===== config.mk =====
export PLATFORM = sky130hd
export DESIGN_NAME = hlfs_axis
export DESIGN_NICKNAME = d
export VERILOG_FILES = /design/src/hw/hlfs_pkg.sv /design/src/hw/hlfs_axis.sv /design/src/hw/hlfs_delay_timer.sv
export VERILOG_INCLUDE_DIRS = /design/src /design/src/hw
export SDC_FILE = /design/constraint.sdc
export NUM_CORES = 1
export LEC_CHECK = 0
export ABC_AREA = 0
export BUFFER_PORTS_ARGS = -buffer_cell sky130_fd_sc_hd__buf_4
export CAP_MARGIN = 20
export CORE_MARGIN = 2
export CORE_UTILIZATION = 57
export CTS_CLUSTER_DIAMETER = 50
export DETAILED_ROUTE_END_ITERATION = 8
export PLACE_DENSITY = 0.86
export SLEW_MARGIN = 20
export SYNTH_ARGS = -nofsm -noshare
export SYNTH_HDL_FRONTEND = slang
export SYNTH_HIERARCHICAL = 1
export SYNTH_SLANG_ARGS = --single-unit

===== constraint.sdc =====
create_clock -name ref_clk_in -period 2.39 [get_ports ref_clk_in]
set_clock_uncertainty 0.05 [all_clocks]
set_input_delay 0.239 -clock ref_clk_in [delete_from_list [all_inputs] [get_ports ref_clk_in]]
set_output_delay 0.239 -clock ref_clk_in [all_outputs]
set_load 0.01 [all_outputs]

===== src/hw/hlfs_cfg.svh =====
`ifndef HLFS_CFG_SVH
`define HLFS_CFG_SVH
// lowest digit of the hot-line configuration value; 1 turns the function off
`define HLFS_CFG_DISABLE_VAL 4'h1
// display codes in 8-bit ascii; two characters each, one for the warning low part
`define HLFS_DISP_NONE 16'h2020
`define HLFS_DISP_WARN_HI 16'h4537
`define HLFS_DISP_WARN_LO 8'h31
`define HLFS_DISP_NOLINK 16'h4141
// one drive-cutoff delay step in ns (1 ms)
`define HLFS_DELAY_STEP_NS 1000000
`define HLFS_CLK_PERIOD_NS 5
`define HLFS_DELAY_STEP_CYC (`HLFS_DELAY_STEP_NS / `HLFS_CLK_PERIOD_NS)
`endif


===== src/hw/hlfs_pkg.sv =====
package hlfs_pkg;
   typedef enum logic [2:0] {
      HLFS_RUN = 3'b000,
      HLFS_DECEL = 3'b001,
      HLFS_BRAKE_WAIT = 3'b010,
      HLFS_CUTOFF = 3'b011,
      HLFS_DYN_BRAKE = 3'b100
   } hlfs_state_t;

   typedef struct packed {
      logic malfunction_output;
      logic brake_interlock_output;
      logic drive_enable;
      logic decel_request;
      logic dyn_brake;
   } hlfs_drive_t;

   typedef struct packed {
      logic [15:0] code_hi;
      logic [7:0] code_lo;
      logic show_dot;
   } hlfs_disp_t;
endpackage


===== src/hw/hlfs_axis.sv =====
`timescale 1ns/10ps
`include "hlfs_cfg.svh"
// What this block does
// RULE1 - an axis that raises an alarm drives its hot-line alarm output to the controller.
// RULE2 - the controller answers any hot-line alarm by sending the forced stop to every axis.
// RULE3 - the forced stop must reach all axes before the faulted axis drops its link.
// RULE4 - a forced stop received in normal run latches the warning, shows E7.1 and starts a deceleration.
// RULE5 - when the link upstream dies the axis decelerates, reports no connection and shows AA.
// RULE6 - the function is on by default and a lowest config digit of 1 turns it off.
// RULE7 - the warning stays latched until the controller sends an error reset.
// RULE8 - supply loss during a forced-stop deceleration switches to the dynamic brake.
// RULE9 - a link break may engage the dynamic brake depending on how the link was shut off.
// RULE10 - outside brake circuits open when the malfunction or brake interlock output goes off.
// RULE11 - each axis takes the upstream port from the controller side and passes downstream; last is capped.
// RULE12 - after the brake interlock turns off the drive stage waits the configured delay before cutoff.
module hlfs_axis #(
   parameter int DELAY_W = 16,
   parameter int STEP_CYC = `HLFS_DELAY_STEP_CYC
) (
   input wire logic ref_clk_in,
   input wire logic reset_n_in,
   input wire logic alarm_in,
   input wire logic alarm_dyn_brake_in,
   input wire logic hot_line_stop_in,
   input wire logic error_reset_in,
   input wire logic link_up_in,
   input wire logic link_abrupt_in,
   input wire logic supply_ok_in,
   input wire logic motor_stopped_in,
   input wire logic [3:0] hot_line_config_param_in,
   input wire logic [DELAY_W-1:0] drive_cutoff_delay_param_in,
   output logic hot_line_alarm_out,
   output logic warning_latched_out,
   output logic link_lost_out,
   output hlfs_pkg::hlfs_drive_t drive_out,
   output hlfs_pkg::hlfs_disp_t disp_out
);
   import hlfs_pkg::*;

   // all outside levels come from other equipment, so two flops each
   localparam int NSYNC = 8;
   // supply reads good while the flops fill, so leaving reset is not taken for a power loss
   localparam logic [NSYNC-1:0] SYNC_IDLE = 8'h02;
   logic [NSYNC-1:0] raw;
   logic [NSYNC-1:0] meta_q;
   logic [NSYNC-1:0] sync_q;
   assign raw = {alarm_in, alarm_dyn_brake_in, hot_line_stop_in, error_reset_in,
                 link_up_in, link_abrupt_in, supply_ok_in, motor_stopped_in};

   genvar gi;
   generate
      for (gi = 0; gi < NSYNC; gi++) begin : g_sync
         always_ff @(posedge ref_clk_in or negedge reset_n_in) begin
            if (!reset_n_in) begin
               meta_q[gi] <= SYNC_IDLE[gi];
               sync_q[gi] <= SYNC_IDLE[gi];
            end else begin
               meta_q[gi] <= raw[gi];
               sync_q[gi] <= meta_q[gi];
            end
         end
      end
   endgenerate

   logic alarm_s, alarm_db_s, stop_s, reset_s, link_s, abrupt_s, supply_s, stopped_s;
   assign {alarm_s, alarm_db_s, stop_s, reset_s, link_s, abrupt_s, supply_s, stopped_s} = sync_q;

   logic func_en;
   logic reset_q;
   logic reset_rise;
   logic warn_q;
   logic lost_q;
   logic link_seen_q;
   logic warn_set;
   hlfs_state_t state_q;
   hlfs_state_t state_d;
   logic timer_start;
   logic timer_done;

   assign func_en = (hot_line_config_param_in != `HLFS_CFG_DISABLE_VAL); // [RULE6]
   assign reset_rise = reset_s && !reset_q;
   // stop while link still up and the axis itself is not faulted
   assign warn_set = func_en && stop_s && link_s && !alarm_s && !alarm_db_s; // [RULE4] [RULE3]

   always_ff @(posedge ref_clk_in or negedge reset_n_in) begin
      if (!reset_n_in) begin
         reset_q <= 1'b0;
      end else begin
         reset_q <= reset_s;
      end
   end

   // alarm line mirrors the alarm; it is dropped when the function is off
   always_ff @(posedge ref_clk_in or negedge reset_n_in) begin
      if (!reset_n_in) begin
         hot_line_alarm_out <= 1'b0;
      end else begin
         hot_line_alarm_out <= func_en && (alarm_s || alarm_db_s); // [RULE1] [RULE6]
      end
   end

   // a new forced stop in the reset cycle wins, so nothing is lost
   always_ff @(posedge ref_clk_in or negedge reset_n_in) begin
      if (!reset_n_in) begin
         warn_q <= 1'b0;
      end else if (warn_set) begin
         warn_q <= 1'b1; // [RULE4]
      end else if (reset_rise) begin
         warn_q <= 1'b0; // [RULE7]
      end
   end

   // link loss only counts once the link has been up since reset
   always_ff @(posedge ref_clk_in or negedge reset_n_in) begin
      if (!reset_n_in) begin
         link_seen_q <= 1'b0;
         lost_q <= 1'b0;
      end else begin
         if (link_s) begin
            link_seen_q <= 1'b1;
         end
         lost_q <= link_seen_q && !link_s; // [RULE5]
      end
   end

   assign timer_start = (state_q == HLFS_DECEL) && (state_d == HLFS_BRAKE_WAIT);

   always_comb begin
      state_d = state_q;
      case (state_q)
         HLFS_RUN: begin
            if (alarm_db_s || (lost_q && abrupt_s) || !supply_s) begin
               state_d = HLFS_DYN_BRAKE; // [RULE9]
            end else if (warn_q || lost_q || alarm_s) begin
               state_d = HLFS_DECEL; // [RULE4] [RULE5]
            end
         end
         HLFS_DECEL: begin
            if (!supply_s || alarm_db_s || (lost_q && abrupt_s)) begin
               state_d = HLFS_DYN_BRAKE; // [RULE8] [RULE9]
            end else if (stopped_s) begin
               state_d = HLFS_BRAKE_WAIT;
            end
         end
         HLFS_BRAKE_WAIT: begin
            if (!supply_s) begin
               state_d = HLFS_DYN_BRAKE; // [RULE8]
            end else if (timer_done) begin
               state_d = HLFS_CUTOFF; // [RULE12]
            end
         end
         HLFS_CUTOFF, HLFS_DYN_BRAKE: begin
            if (supply_s && link_s && !warn_q && !alarm_s && !alarm_db_s) begin
               state_d = HLFS_RUN;
            end
         end
         default: state_d = HLFS_RUN;
      endcase
   end

   always_ff @(posedge ref_clk_in or negedge reset_n_in) begin
      if (!reset_n_in) begin
         state_q <= HLFS_RUN;
      end else begin
         state_q <= state_d;
      end
   end

   hlfs_delay_timer #(
      .STEP_CYC(STEP_CYC),
      .DW(DELAY_W)
   ) u_cutoff_timer (
      .ref_clk_in(ref_clk_in),
      .reset_n_in(reset_n_in),
      .start_in(timer_start),
      .steps_in(drive_cutoff_delay_param_in),
      .done_out(timer_done) // [RULE12]
   );

   // outputs from flops; interlock and malfunction low open outside brake contacts
   always_ff @(posedge ref_clk_in or negedge reset_n_in) begin
      if (!reset_n_in) begin
         drive_out <= '0;
      end else begin
         drive_out.malfunction_output <= !(alarm_s || alarm_db_s); // [RULE10]
         drive_out.brake_interlock_output <= (state_d == HLFS_RUN) || (state_d == HLFS_DECEL); // [RULE10]
         drive_out.drive_enable <= (state_d != HLFS_CUTOFF) && (state_d != HLFS_DYN_BRAKE); // [RULE12]
         drive_out.decel_request <= (state_d == HLFS_DECEL);
         drive_out.dyn_brake <= (state_d == HLFS_DYN_BRAKE); // [RULE8]
      end
   end

   always_ff @(posedge ref_clk_in or negedge reset_n_in) begin
      if (!reset_n_in) begin
         disp_out.code_hi <= `HLFS_DISP_NONE;
         disp_out.code_lo <= 8'h20;
         disp_out.show_dot <= 1'b0;
      end else if (lost_q) begin
         disp_out.code_hi <= `HLFS_DISP_NOLINK; // [RULE5]
         disp_out.code_lo <= 8'h20;
         disp_out.show_dot <= 1'b0;
      end else if (warn_q) begin
         disp_out.code_hi <= `HLFS_DISP_WARN_HI; // [RULE4]
         disp_out.code_lo <= `HLFS_DISP_WARN_LO;
         disp_out.show_dot <= 1'b1;
      end else begin
         disp_out.code_hi <= `HLFS_DISP_NONE;
         disp_out.code_lo <= 8'h20;
         disp_out.show_dot <= 1'b0;
      end
   end

   assign warning_latched_out = warn_q;
   assign link_lost_out = lost_q;
endmodule


===== src/hw/hlfs_delay_timer.sv =====
`timescale 1ns/10ps
`include "hlfs_cfg.svh"
// counts whole delay steps, each made from a one-cycle step enable
module hlfs_delay_timer #(
   parameter int STEP_CYC = `HLFS_DELAY_STEP_CYC,
   parameter int DW = 16
) (
   input wire logic ref_clk_in,
   input wire logic reset_n_in,
   input wire logic start_in,
   input wire logic [DW-1:0] steps_in,
   output logic done_out
);
   logic [31:0] pre_q;
   logic [DW-1:0] cnt_q;
   logic run_q;
   logic step_en;

   assign step_en = run_q && (pre_q == 32'(STEP_CYC - 1));

   always_ff @(posedge ref_clk_in or negedge reset_n_in) begin
      if (!reset_n_in) begin
         pre_q <= 32'h0;
      end else if (start_in || !run_q || step_en) begin
         pre_q <= 32'h0;
      end else begin
         pre_q <= pre_q + 32'h1;
      end
   end

   always_ff @(posedge ref_clk_in or negedge reset_n_in) begin
      if (!reset_n_in) begin
         run_q <= 1'b0;
         cnt_q <= '0;
         done_out <= 1'b0;
      end else if (start_in) begin
         cnt_q <= steps_in;
         run_q <= (steps_in != '0);
         done_out <= (steps_in == '0);
      end else if (step_en) begin
         cnt_q <= cnt_q - DW'(1);
         if (cnt_q == DW'(1)) begin
            run_q <= 1'b0;
            done_out <= 1'b1;
         end
      end else begin
         done_out <= 1'b0;
      end
   end
endmodule


==> flow_metrics.py <==
metrics = {
    "outcome": {
        "status": "finished, final reports clean",
    },
    "yosys": {
        "yosysWarnings": 6,
        "synth-seq-cells": 84,
        "yosys.area.top_type_share": 0.487,
        "syn_area_sq_um": 4110,
        "synthCells": 392,
        "synthFlopType": "dfrtp_1",
        "synthDistinctLibCells": 56,
        "synthTopCellsByArea": "dfrtp_1, xnor2_1, nor2_1",
        "seq_area_frac_synth": 0.512,
        "synth_area_leader_cell": "dfrtp_1",
        "async_flop_share": 1.00,
        "syn_area_per_cell_sq_um": 10.5,
        "synth_edf_count": 0,
    },
    "timing": {
        "timing.final.crit_share": 0.955,
        "layout_min_cycle_time_ns": 2.28,
        "fmax_mhz": 438,
        "hold_viol": 0,
        "worstMarginPinSlew_ns": 0.605,
        "fin_setup_tns_ns": 0,
        "rsz0062_at_grt": "yes",
        "hold_ws_ns": 0.0457,
        "drv_slew": 0,
        "relSlewSlack": 0.597,
        "setup_viol": 0,
    },
    "critical_path": {
        "r2r_slack_ns": 0.11,
        "timing.rr.start": "u_cutoff_timer/pre_q[9]$_DFF_PN0_",
        "cp.arrival_ns": 2.47,
        "end_kind": "flip-flop",
        "path_class": "reg2reg",
        "reg2reg_to": "u_cutoff_timer/cnt_q[12]$_DFFE_PN0P_",
        "startpoint_type": "flip-flop",
        "r2r.worst_path.cells": 6,
        "critPathMaxFanout": 8,
        "critPathRequiredTime_ns": 2.58,
    },
    "cts": {
        "clock-sinks": 84,
        "root_buffer": "clkbuf_8",
        "path_clk_slew_ns": 0.09,
        "ctsLongestPathBuffers": 2,
        "cts_tree": "yes",
        "cts_buffers": 9,
        "clock_latency_ns": 0.35,
        "htreeDepth": 3,
        "post_cts_buffers": 0,
    },
    "routing": {
        "firstDrtPassIters": 4,
        "routed_wl_microns": 8420,
        "ant_nets": 0,
        "num_vias": 3084,
        "vias_per_cell": 5.60,
        "drc_errors": 0,
        "wire_per_inst_microns": 15.3,
        "drtIter0Drc": 212,
    },
    "floorplan": {
        "pin_count": 63,
        "rows": 30,
        "core_area_sq_um": 6910,
        "die_x_microns": 88.9,
        "start_util": 0.595,
        "die_area_sq_um": 7910,
        "die_h_microns": 88.9,
    },
    "power": {
        "p_leak_nw": 1.93,
        "peakVddDrop_v": 0.000630,
        "power_density_nw_per_um2": 665,
    },
    "hold_path": {
        "min_from": "drive_cutoff_delay_param_in[10]",
        "hold_class": "in2reg",
        "holdPathEnd": "u_cutoff_timer/cnt_q[10]$_DFFE_PN0P_",
        "hold_depth": 3,
    },
    "job": {
        "drv_cap": 0,
    },
    "cells_and_area": {
        "layout.nets": 483,
        "drive_gt1_frac": 0.240,
        "diodes": 0,
        "layout_commonest_cell": "dfrtp_1",
        "layout_common_cells": "dfrtp_1, buf_4, nor2_1",
        "syn2layout_area_growth_pct": 18.4,
    },
    "global_routing": {
        "grt_overflow_total": 0,
        "grt_max_degree": 48,
        "grtUsageTotal": 0.231,
        "grt_pass1_wl_microns": 14000,
        "antenna_found_initial": 0,
        "grt_pass1_vias": 3042,
    },
    "placed_design": {
        "io_buffers": 50,
        "gp_congestion": 0.962,
        "dp_hpwl_microns": 5840,
    },
}
[worst max path at each step]
| stage | start | end | cells past startpoint |
|---|---|---|---|
| floorplan | supply_s$_DFF_PN1_ | u_cutoff_timer/pre_q[24]$_DFF_PN0_ | 8 |
| global placement | u_cutoff_timer/pre_q[6]$_DFF_PN0_ | u_cutoff_timer/cnt_q[13]$_DFFE_PN0P_ | 5 |
| detailed placement | supply_s$_DFF_PN1_ | u_cutoff_timer/pre_q[17]$_DFF_PN0_ | 7 |
| CTS | u_cutoff_timer/pre_q[9]$_DFF_PN0_ | u_cutoff_timer/cnt_q[12]$_DFFE_PN0P_ | 6 |
| global route | u_cutoff_timer/pre_q[0]$_DFF_PN0_ | u_cutoff_timer/cnt_q[9]$_DFFE_PN0P_ | 6 |
| finish | u_cutoff_timer/pre_q[9]$_DFF_PN0_ | u_cutoff_timer/cnt_q[12]$_DFFE_PN0P_ | 6 |
[power by group]
part / internal (mW) / switching [mW]
logic: 0.198 / 0.194
registers: 1.51 / 0.0797
clock network: 0.713 / 0.540
[routing by layer]
layer  global-route usage  wire, microns  part of all wire  up-vias
li1                     -              -                 -     1454
met1                0.294           3500              0.42     1524
met2                0.390           4330              0.51       93
met3               0.0536            431             0.051       13
met4               0.0828            153             0.018        0
met5                    0              0                 0        -
[final cells by class]
class	instances	area, sq um
Sequential cell	84	2110
Fill cell	515	2040
Multi-Input combinational cell	274	1790
Timing Repair Buffer	67	551
Clock buffer	9	124
Tap cell	96	120
Inverter	14	52.6
Clock inverter	7	128
[cells by family (layout without fill, tap and decap cells)]
group,after synthesis,after routing,synth area share
DFF,84,84,0.512
adders and majority gates,3,3,0.00913
muxes,4,4,0.0106
buffers and inverters,44,97,0.0645
and+or+nand+nor,178,178,0.254
xor gates and xnor gates,42,42,0.0894
AOI/OAI and AO/OA,35,35,0.0578
other,2,12,0.00183
[worst max-delay path, stage by stage, from the launching register on]
cell,delay (ns)
dfrtp_1,0.45
nor4bb_1,0.40
nand4_2,0.37
buf_4,0.30
nor4_2,0.35
xnor2_1,0.17
o21ai_1,0.08
[synthesized netlist by cell type (all sizes together) (4+ instances only)]
cell    n
and4    5
xor2   16
inv    13
nand3  18
xnor2  26
nor2   51
nor3   11
nand2  25
nor4   23
o21ai  16
dfrtp  80
buf    27
dfstp   4
or2     4
nand4  17
[per-stage QoR]
stage          worst slack [ns]   util  cells  instance area, sq um  total power, mW
2_1_floorplan             0.327      -    402                  4150             1.83
4_1_cts                   0.134  0.704    551                  4860             3.26
6_report                  0.108  0.705    551                  4870             3.24
3_5_place_dp              0.176  0.654    526                  4520             2.00
5_1_grt                -0.00325  0.705    551                  4870             3.37
3_3_place_gp              0.268  0.654    526                  4520             1.98
[state kept, by name, summed over array words and instances, names as in the netlist, 3 cells and up]
register and cells:
disp_out 5, drive_out 5, meta_q 8, state_q 3, u_cutoff_timer/cnt_q 16, u_cutoff_timer/pre_q 32
[what timing repair did]
| item | 4_1_cts | 5_1_grt |
|---|---|---|
| hold buffers | 9 | 0 |
| setup endpoints to repair | 0 | 14 |
| gates resized for setup | 0 | 2 |
| hold endpoints to repair | 50 | 0 |
Power figures use the tool's default switching activity.
